$ cat src/hdl/tqec_pkg.sv
// Constants of the two-phase quadrature event counter.
// Assumes one 100 MHz clock and a 32-bit AXI4-Lite register bus.
package tqec_pkg;
    localparam int          TQEC_CNT_W      = 16;
    localparam int          TQEC_ADDR_W     = 8;
    localparam logic [7:0]  TQEC_OFS_CTRL   = 8'h00;
    localparam logic [7:0]  TQEC_OFS_TIMER  = 8'h04;
    localparam logic [7:0]  TQEC_OFS_STAT   = 8'h08;
    localparam logic [7:0]  TQEC_OFS_MASK   = 8'h0c;
    localparam int          TQEC_CTRL_START = 0;
    localparam int          TQEC_CTRL_FREE  = 1;
    localparam int          TQEC_CTRL_X4    = 2;
    localparam int          TQEC_STAT_OVF   = 0;
    localparam int          TQEC_STAT_UDF   = 1;
    localparam logic [15:0] TQEC_CNT_RST    = 16'h0000;
    localparam logic [15:0] TQEC_RELOAD_RST = 16'h0000;
    localparam logic [1:0]  TQEC_STAT_RST   = 2'h0;
    localparam logic [1:0]  TQEC_MASK_RST   = 2'h0;
    localparam logic [1:0]  TQEC_RESP_OKAY  = 2'h0;
    localparam logic [1:0]  TQEC_RESP_SLV   = 2'h2;
    typedef enum logic [3:0] {
        TQEC_REG_CTRL  = 4'h1,
        TQEC_REG_TIMER = 4'h2,
        TQEC_REG_STAT  = 4'h4,
        TQEC_REG_MASK  = 4'h8
    } tqec_reg_e;
endpackage

$ cat src/hdl/tqec_evt_if.sv
// Count events passed from the pin decoder to the counter core.
// Assumes both ends run on mclk; up and down are one-cycle pulses.
interface tqec_evt_if;
    logic up;
    logic down;
    modport src (output up, output down);
    modport dst (input up, input down);
endinterface

$ cat src/hdl/tqec_core.sv
// Sixteen-bit up/down counter with reload register.
// Assumes one-cycle event pulses and a one-cycle timer write strobe.
module tqec_core
    import tqec_pkg::*;
#(
    parameter int W = TQEC_CNT_W
)(
    input  wire logic         mclk,
    input  wire logic         rstn,
    tqec_evt_if.dst           evt,
    input  wire logic         start,
    input  wire logic         free_run,
    input  wire logic         wr_stb,
    input  wire logic [W-1:0] wr_data,
    output logic      [W-1:0] count,
    output logic              ovf,
    output logic              udf
);
    typedef struct packed {
        logic [W-1:0] cnt;
        logic [W-1:0] reload;
        logic         ovf;
        logic         udf;
    } tqec_core_s;

    tqec_core_s st_r;
    tqec_core_s st_nxt;

    always_comb begin
        st_nxt     = st_r;
        st_nxt.ovf = 1'b0;
        st_nxt.udf = 1'b0;
        if (wr_stb) begin
            st_nxt.reload = wr_data;
        end
        if (start && evt.up) begin
            if (st_r.cnt == '1) begin
                st_nxt.ovf = 1'b1;
                // Overflowing past all ones from n takes FFFF-n+1 events.
                st_nxt.cnt = free_run ? '0 : st_r.reload;
            end else begin
                st_nxt.cnt = W'(st_r.cnt + 1'b1);
            end
        end else if (start && evt.down) begin
            if (st_r.cnt == '0) begin
                st_nxt.udf = 1'b1;
                st_nxt.cnt = free_run ? '1 : st_r.reload;
            end else begin
                st_nxt.cnt = W'(st_r.cnt - 1'b1);
            end
        end
        if (wr_stb && !start) begin
            st_nxt.cnt = wr_data;
        end
    end

    always_ff @(posedge mclk or negedge rstn) begin
        if (!rstn) begin
            st_r <= {TQEC_CNT_RST, TQEC_RELOAD_RST, 1'b0, 1'b0};
        end else begin
            st_r <= st_nxt;
        end
    end

    assign count = st_r.cnt;
    assign ovf   = st_r.ovf;
    assign udf   = st_r.udf;
endmodule

$ cat src/hdl/tqec_decode.sv
// Two-phase pin decoder producing up and down count pulses.
// Assumes both pins are already synchronous to mclk.
module tqec_decode
    import tqec_pkg::*;
(
    input  wire logic mclk,
    input  wire logic rstn,
    input  wire logic phase_a_pin,
    input  wire logic phase_b_pin,
    input  wire logic x4_mode,
    tqec_evt_if.src   evt
);
    typedef struct packed {
        logic a_q;
        logic b_q;
        logic up;
        logic down;
    } tqec_dec_s;

    tqec_dec_s st_r;
    tqec_dec_s st_nxt;
    logic      a_rise;
    logic      a_fall;
    logic      b_rise;
    logic      b_fall;
    logic      one_chg;

    always_comb begin
        a_rise  = phase_a_pin & ~st_r.a_q;
        a_fall  = ~phase_a_pin & st_r.a_q;
        b_rise  = phase_b_pin & ~st_r.b_q;
        b_fall  = ~phase_b_pin & st_r.b_q;
        // Both pins moving at once carry no direction, so such a step is dropped.
        one_chg = (a_rise | a_fall) ^ (b_rise | b_fall);
        st_nxt     = st_r;
        st_nxt.a_q = phase_a_pin;
        st_nxt.b_q = phase_b_pin;
        if (x4_mode) begin
            st_nxt.up   = one_chg & ((a_rise & phase_b_pin) | (a_fall & ~phase_b_pin)
                        | (b_rise & ~phase_a_pin) | (b_fall & phase_a_pin));
            st_nxt.down = one_chg & ((a_rise & ~phase_b_pin) | (a_fall & phase_b_pin)
                        | (b_rise & phase_a_pin) | (b_fall & ~phase_a_pin));
        end else begin
            st_nxt.up   = a_rise & phase_b_pin & st_r.b_q;
            st_nxt.down = a_fall & phase_b_pin & st_r.b_q;
        end
    end

    always_ff @(posedge mclk or negedge rstn) begin
        if (!rstn) begin
            st_r <= '0;
        end else begin
            st_r <= st_nxt;
        end
    end

    assign evt.up   = st_r.up;
    assign evt.down = st_r.down;
endmodule

$ cat src/hdl/tqec_top.sv
// Quadrature event counter with AXI4-Lite registers and a level interrupt.
// Assumes the pins are synchronous to mclk and one bus master.
//
// Contract
// - Count events come from the two phase pins, both used as inputs.
// - Direction follows the phase relation of the pins, with no software select.
// - Overflow or underflow reloads the counter, unless free-run is selected.
// - Division ratio is 1/(FFFF-n+1) counting up and 1/(n+1) counting down.
// - Counting runs while the start flag is 1 and halts when it is 0.
// - An overflow or underflow raises the interrupt request when its mask bit is set.
// - Reading the timer register returns the present count.
// - A write while stopped loads both reload register and counter.
// - A write while running loads only the reload register.
// - Normal mode counts phase A rises up, falls down, while phase B is high.
// - Multiply-by-4 counts every single-pin edge of both pins, direction from phase order.
// - Only timer 3 selects the mode; timer 2 is normal, timer 4 multiply-by-4.
module tqec_top
    import tqec_pkg::*;
#(
    parameter int TIMER_SEL = 3
)(
    input  wire logic                   mclk,
    input  wire logic                   rstn,
    input  wire logic                   phase_a_pin,
    input  wire logic                   phase_b_pin,
    input  wire logic [TQEC_ADDR_W-1:0] s_axi_awaddr,
    input  wire logic                   s_axi_awvalid,
    output logic                        s_axi_awready,
    input  wire logic [31:0]            s_axi_wdata,
    input  wire logic [3:0]             s_axi_wstrb,
    input  wire logic                   s_axi_wvalid,
    output logic                        s_axi_wready,
    output logic [1:0]                  s_axi_bresp,
    output logic                        s_axi_bvalid,
    input  wire logic                   s_axi_bready,
    input  wire logic [TQEC_ADDR_W-1:0] s_axi_araddr,
    input  wire logic                   s_axi_arvalid,
    output logic                        s_axi_arready,
    output logic [31:0]                 s_axi_rdata,
    output logic [1:0]                  s_axi_rresp,
    output logic                        s_axi_rvalid,
    input  wire logic                   s_axi_rready,
    output logic                        irq
);
    typedef struct packed {
        logic                   awready;
        logic                   wready;
        logic                   arready;
        logic                   aw_got;
        logic                   w_got;
        logic [TQEC_ADDR_W-1:0] awaddr;
        logic [31:0]            wdata;
        logic [3:0]             wstrb;
        logic                   bvalid;
        logic [1:0]             bresp;
        logic                   rvalid;
        logic [31:0]            rdata;
        logic [1:0]             rresp;
        logic                   start;
        logic                   free_run;
        logic                   x4_sel;
        logic [1:0]             status;
        logic [1:0]             mask;
        logic                   tw_stb;
        logic [15:0]            tw_data;
        logic                   irq;
    } tqec_top_s;

    tqec_top_s       st_r;
    tqec_top_s       st_nxt;
    logic            x4_eff;
    logic [15:0]     count;
    logic            cnt_ovf;
    logic            cnt_udf;
    logic [1:0]      stat_set;
    logic [1:0]      stat_clr;
    logic [31:0]     wr_val;
    logic [3:0]      wr_hit;
    logic [3:0]      rd_hit;
    logic            rd_take;

    tqec_evt_if evt ();

    function automatic logic [3:0] tqec_decode_addr(input logic [TQEC_ADDR_W-1:0] addr);
        logic [3:0] hit;
        hit = 4'h0;
        unique case (addr)
            TQEC_OFS_CTRL:  hit = TQEC_REG_CTRL;
            TQEC_OFS_TIMER: hit = TQEC_REG_TIMER;
            TQEC_OFS_STAT:  hit = TQEC_REG_STAT;
            TQEC_OFS_MASK:  hit = TQEC_REG_MASK;
            default:        hit = 4'h0;
        endcase
        return hit;
    endfunction

    function automatic logic [31:0] tqec_merge(input logic [31:0] old_val,
                                               input logic [31:0] new_val,
                                               input logic [3:0]  strb);
        logic [31:0] res;
        res = old_val;
        for (int i = 0; i < 4; i++) begin
            if (strb[i]) begin
                res[8*i +: 8] = new_val[8*i +: 8];
            end
        end
        return res;
    endfunction

    // Timer 3 alone lets software pick the mode; the others are hardwired.
    assign x4_eff = (TIMER_SEL == 4) || ((TIMER_SEL == 3) && st_r.x4_sel);

    tqec_decode u_decode (
        .mclk        (mclk),
        .rstn        (rstn),
        .phase_a_pin (phase_a_pin),
        .phase_b_pin (phase_b_pin),
        .x4_mode     (x4_eff),
        .evt         (evt.src)
    );

    tqec_core #(
        .W (TQEC_CNT_W)
    ) u_core (
        .mclk     (mclk),
        .rstn     (rstn),
        .evt      (evt.dst),
        .start    (st_r.start),
        .free_run (st_r.free_run),
        .wr_stb   (st_r.tw_stb),
        .wr_data  (st_r.tw_data),
        .count    (count),
        .ovf      (cnt_ovf),
        .udf      (cnt_udf)
    );

    always_comb begin
        st_nxt        = st_r;
        st_nxt.tw_stb = 1'b0;
        wr_hit        = tqec_decode_addr(st_r.awaddr);
        rd_hit        = tqec_decode_addr(s_axi_araddr);
        rd_take       = s_axi_arvalid && st_r.arready;
        wr_val        = 32'h0;
        stat_clr      = 2'h0;
        stat_set      = {cnt_udf, cnt_ovf};

        // Address and data may arrive in either order; each is held until both are in.
        if (s_axi_awvalid && st_r.awready) begin
            st_nxt.aw_got = 1'b1;
            st_nxt.awaddr = s_axi_awaddr;
        end
        if (s_axi_wvalid && st_r.wready) begin
            st_nxt.w_got = 1'b1;
            st_nxt.wdata = s_axi_wdata;
            st_nxt.wstrb = s_axi_wstrb;
        end
        if (st_r.aw_got && st_r.w_got) begin
            st_nxt.aw_got = 1'b0;
            st_nxt.w_got  = 1'b0;
            st_nxt.bvalid = 1'b1;
            st_nxt.bresp  = (wr_hit == 4'h0) ? TQEC_RESP_SLV : TQEC_RESP_OKAY;
            unique case (wr_hit)
                TQEC_REG_CTRL: begin
                    wr_val = tqec_merge({29'h0, st_r.x4_sel, st_r.free_run, st_r.start},
                                        st_r.wdata, st_r.wstrb);
                    st_nxt.start    = wr_val[TQEC_CTRL_START];
                    st_nxt.free_run = wr_val[TQEC_CTRL_FREE];
                    st_nxt.x4_sel   = (TIMER_SEL == 3) && wr_val[TQEC_CTRL_X4];
                end
                TQEC_REG_TIMER: begin
                    wr_val = tqec_merge({16'h0, count}, st_r.wdata, st_r.wstrb);
                    // The core decides reload-only or both from the start flag.
                    st_nxt.tw_stb  = 1'b1;
                    st_nxt.tw_data = wr_val[15:0];
                end
                TQEC_REG_MASK: begin
                    wr_val      = tqec_merge({30'h0, st_r.mask}, st_r.wdata, st_r.wstrb);
                    st_nxt.mask = wr_val[1:0];
                end
                default: begin
                    wr_val = 32'h0;
                end
            endcase
        end
        if (st_r.bvalid && s_axi_bready) begin
            st_nxt.bvalid = 1'b0;
        end

        if (rd_take) begin
            st_nxt.rvalid = 1'b1;
            st_nxt.rresp  = (rd_hit == 4'h0) ? TQEC_RESP_SLV : TQEC_RESP_OKAY;
            unique case (rd_hit)
                TQEC_REG_CTRL:  st_nxt.rdata = {29'h0, x4_eff, st_r.free_run, st_r.start};
                TQEC_REG_TIMER: st_nxt.rdata = {16'h0, count};
                TQEC_REG_STAT: begin
                    st_nxt.rdata = {30'h0, st_r.status};
                    stat_clr     = st_r.status;
                end
                TQEC_REG_MASK:  st_nxt.rdata = {30'h0, st_r.mask};
                default:        st_nxt.rdata = 32'h0;
            endcase
        end else if (st_r.rvalid && s_axi_rready) begin
            st_nxt.rvalid = 1'b0;
        end

        // A new event in the clearing cycle survives: the set is applied last.
        st_nxt.status  = (st_r.status & ~stat_clr) | stat_set;
        st_nxt.irq     = |(st_nxt.status & st_nxt.mask);
        st_nxt.awready = !st_nxt.aw_got && !st_nxt.bvalid;
        st_nxt.wready  = !st_nxt.w_got && !st_nxt.bvalid;
        st_nxt.arready = !st_nxt.rvalid;
    end

    always_ff @(posedge mclk or negedge rstn) begin
        if (!rstn) begin
            st_r        <= '0;
            st_r.status <= TQEC_STAT_RST;
            st_r.mask   <= TQEC_MASK_RST;
        end else begin
            st_r <= st_nxt;
        end
    end

    assign s_axi_awready = st_r.awready;
    assign s_axi_wready  = st_r.wready;
    assign s_axi_bvalid  = st_r.bvalid;
    assign s_axi_bresp   = st_r.bresp;
    assign s_axi_arready = st_r.arready;
    assign s_axi_rvalid  = st_r.rvalid;
    assign s_axi_rdata   = st_r.rdata;
    assign s_axi_rresp   = st_r.rresp;
    assign irq           = st_r.irq;
endmodule

$ cat config.mk
export PLATFORM = sky130hd
export DESIGN_NAME = tqec_top
export DESIGN_NICKNAME = d
export VERILOG_FILES = /design/src/hdl/tqec_pkg.sv /design/src/hdl/tqec_evt_if.sv /design/src/hdl/tqec_core.sv /design/src/hdl/tqec_decode.sv /design/src/hdl/tqec_top.sv
export SDC_FILE = /design/constraint.sdc
export NUM_CORES = 1
export LEC_CHECK = 0
export ABC_AREA = 1
export BUFFER_PORTS_ARGS = -buffer_cell sky130_fd_sc_hd__buf_2
export CORE_ASPECT_RATIO = 0.8
export CORE_MARGIN = 2
export CORE_UTILIZATION = 40
export CTS_CLUSTER_DIAMETER = 50
export DETAILED_ROUTE_END_ITERATION = 12
export PLACE_DENSITY_LB_ADDON = 0.1
export SLEW_MARGIN = 20
export SYNTH_ARGS = -nofsm -noshare
export SYNTH_HDL_FRONTEND = slang
export SYNTH_SLANG_ARGS = --single-unit
$ cat constraint.sdc
create_clock -name mclk -period 1.5 [get_ports mclk]
set_input_delay 0.3 -clock mclk [delete_from_list [all_inputs] [get_ports mclk]]
set_output_delay 0.3 -clock mclk [all_outputs]
set_load 0.02 [all_outputs]
==> impl_metrics.yaml <==
layout:
  post_route_cells_drive_above_1_share_pct: 30.41
  utilization_pct: 52.89
  diodes: 0
  areaGrowthSynthToFinish_pct: 30.73
  finish.net_count: 1071
sta:
  hold_viol_final: 0
  rsz_0062_raised_after_global_routing: "yes"
  highest_attainable_clock_frequency_mhz: 577.1
  report.final.slew_viol_count: 0
  fin_ws_ns: -0.2329
  finClkSkew_ns: 0.01109
  finalWorstPathRequiredPeriod_ns: 1.733
  fin_crit_sh_pct: 115.5
  final-setup-viol-count: 17
critical_path:
  cp.required_ns: 1.81
  startpoint_to_endpoint_class_of_the_critical_path: "reg2reg"
  cp.arrival_ns: 2.04
  critPathMaxStageDelay_ns: 0.44
  crit_path_start_kind: "flip-flop"
  critical_path_peak_fanout: 8
  worstSetupEndpointType: "flip-flop"
  critPathSlowestCell: "dfrtp_2"
  r2r_cells: 11
  crit_path_cell_trace: "inv_2 -> ha_4 -> inv_2 -> nor2_4 -> nand2_2 -> nor2_4 -> nand3_4 -> o211ai_1 -> nand3_1 -> nand2_1 -> inv_1"
placed_design:
  rd_place_congestion: 0.9447
  io_buffer_count: 66
  detailed_place_hpwl_um: 14610
global_routing:
  first_pass_grt_wire_length_um: 30530
  grt_antenna_before_repair: 0
  grt_start_max_net_pins: 40
  first_global_vias: 5801
  grt_util_all_layers_pct: 22.67
  total_overflow_reported_by_the_global_router: 0
floorplan:
  floorplan.io_pins: 103
  num_rows: 42
  floorplan.initialDensity_pct: 40.46
  dieWidth_um: 147.8
  die_outline_area_um2: 17580
  core_region_area_um2: 16340
  die_h_um: 119
logic_synthesis:
  synth_common_cells: "nand2_1, dfrtp_1, inv_1"
  synth_async_sr_flop_share_pct: 100.0
  synthMostInstantiatedCell: "nand2_1"
  synth-edff-count: 0
  yosys.area.top_type: "dfrtp_1"
  synth_seq_cells: 114
  proportion_of_netlist_area_held_by_the_largest_area_contributor_pct: 43.14
  synth_area_per_cell_um2: 7.752
  synth_warnings: 0
  post_synth_main_area_contributors: "dfrtp_1, nand2_1, o21ai_0"
  gate_count_of_the_mapped_netlist: 853
  synth.distinct_cells: 42
  ys_seq_area_share_pct: 43.14
  cell_area_after_synthesis_um2: 6613
  postSynth.topFlopCell: "dfrtp_1"
clocking:
  cts_made_buffers: 17
  tritoncts: "done"
  numClockSinks: 114
  clock-root-buffer: "clkbuf_16"
  clk_pin_slew_ns: 0.05
  htree_num_levels: 4
  cts_buffer_depth: 2
  worst_skew_pair.late_latency_ns: 0.42
power_and_ir_drop:
  irDropWorstVdd_uv: 1237
  leakagePower_nw: 4.389
  report.power.total_mw: 14.62
  pwr_density_cell_nw_per_um2: 1691
drt:
  final_routed_wirelength_across_all_metal_layers_um: 19240
  drt_pre_antenna_iters: 5
  route.detailed.wl_per_inst_um: 15.57
  post_drt_via_cell_ratio: 4.881
  ant_nets: 0
  via_count_of_the_routed_design: 6033
  drc_errors: 0
  first_iter_violations: 421
outcome:
  violations_in_the_final_reports: "setup timing"
  status: "finished, violations left"
run:
  max_cap_viol_count: 0
min_path:
  min_delay_path_depth: 1
  worst_hold_path_type: "in2reg"
==> worst paths after layout <==
path	startpoint	end	slack (ns)
min	phase_a_pin	u_decode.st_r[3]	0.04
max reg2reg	u_core.count[1]	u_core.count[0]	-0.23
max	u_core.count[1]	u_core.count[0]	-0.23
min reg2reg	u_decode.evt.up	u_core.udf	0.46
min in group asynchronous	rstn	u_core.count[10]	0.37
max in group asynchronous	rstn	u_core.st_r[14]	0.56
==> report_power, final <==
part / total, mW / internal, mW / leakage (nW) / switching (mW)
clock network: 4.16 / 2.66 / 0.283 / 1.50
registers: 4.25 / 3.76 / 1.46 / 0.492
logic: 6.22 / 2.61 / 2.64 / 3.61
==> layer usage <==
metal  wire, µm  GRT usage, %  share of wire [%]  vias up
li1           -             -                  -     3007
met1       9682         34.04                 50     2814
met2       8093         32.53                 42      192
met3       1198         4.789                6.2       20
met4        270         7.151                1.4        0
met5          0             0                  0        -
==> per-stage QoR <==
stage                     std cells  setup WS (ns)  setup TNS (ns)  hold WS [ns]  instance area [µm²]
after CTS                      1230        -0.2172          -2.910       0.03265                 8459
after detailed placement       1189        -0.2567          -3.671        0.2694                 7711
after global routing           1236        -0.3554          -5.154       0.03432                 8645
final                          1236        -0.2329          -2.882       0.04405                 8645
after global placement         1189        -0.2745          -3.434        0.2686                 7711
after floorplan                 870        -0.1212          -1.368      0.004409                 6708
==> cell type report <==
cell class | count | area [µm²]
tap | 220 | 275.3
clock inverter | 12 | 156.4
clock buffer | 20 | 446.7
inverter | 102 | 385.4
timing repair buffer | 180 | 1320
sequential | 114 | 2861
fill | 1578 | 7699
multi-input combinational | 588 | 3199
==> critical path: cells and delay by family, from the launching register on <==
family	cells	cell delay [ns]
fa+ha+maj	1	0.14
simple gates	6	0.68
buf+inv	3	0.17
flops	1	0.44
compound gates	1	0.19
==> kinds of logic after synthesis <==
group,after synthesis,share of synthesized area [%]
AND/OR/NAND/NOR,403,26.94
XOR/XNOR,6,0.7947
adder cells (fa/ha/maj),7,1.324
flip-flops,114,43.14
other,1,0.05671
buffers and inverters,169,12.30
multiplexers,21,3.576
AO/OA/AOI/OAI,132,11.86
==> state kept, by name, indices dropped and copies added, names as in the netlist <==
register           count
u_core.st_r           16
s_axi_awready          1
u_core.count          16
s_axi_arready          1
s_axi_rresp            1
irq                    1
s_axi_bresp            1
s_axi_wready           1
s_axi_rvalid           1
u_decode.evt.up        1
u_core.ovf             1
u_core.udf             1
st_r                  51
u_decode.st_r          2
u_decode.evt.down      1
s_axi_bvalid           1
s_axi_rdata           16
x4_eff                 1
==> placed cells by master (no fill, tap or decap), types with 13 or more instances in the layout <==
| cell | netlist | layout |
|---|---|---|
| buf_4 | 40 | 101 |
| o31ai_1 | 13 | 13 |
| buf_2 | 11 | 65 |
| inv_1 | 87 | 82 |
| nand2_1 | 233 | 226 |
| dfrtp_1 | 114 | 107 |
| clkbuf_16 | 0 | 19 |
| a21oi_1 | 16 | 15 |
| o211ai_1 | 20 | 20 |
| nor2_1 | 64 | 55 |
| conb_1 | 1 | 18 |
| nand3_1 | 59 | 53 |
| o21ai_0 | 66 | 59 |
| mux2_2 | 21 | 21 |
==> timing repair <==
action,CTS,global route
gates resized for setup,24,36
buffers inserted,7,4
cloned,1,2
pin swaps,8,10
endpoints found under the hold margin,23,0
endpoints found under the setup margin,17,33
hold buffers,1,0
(Power assumes the default switching activity.)
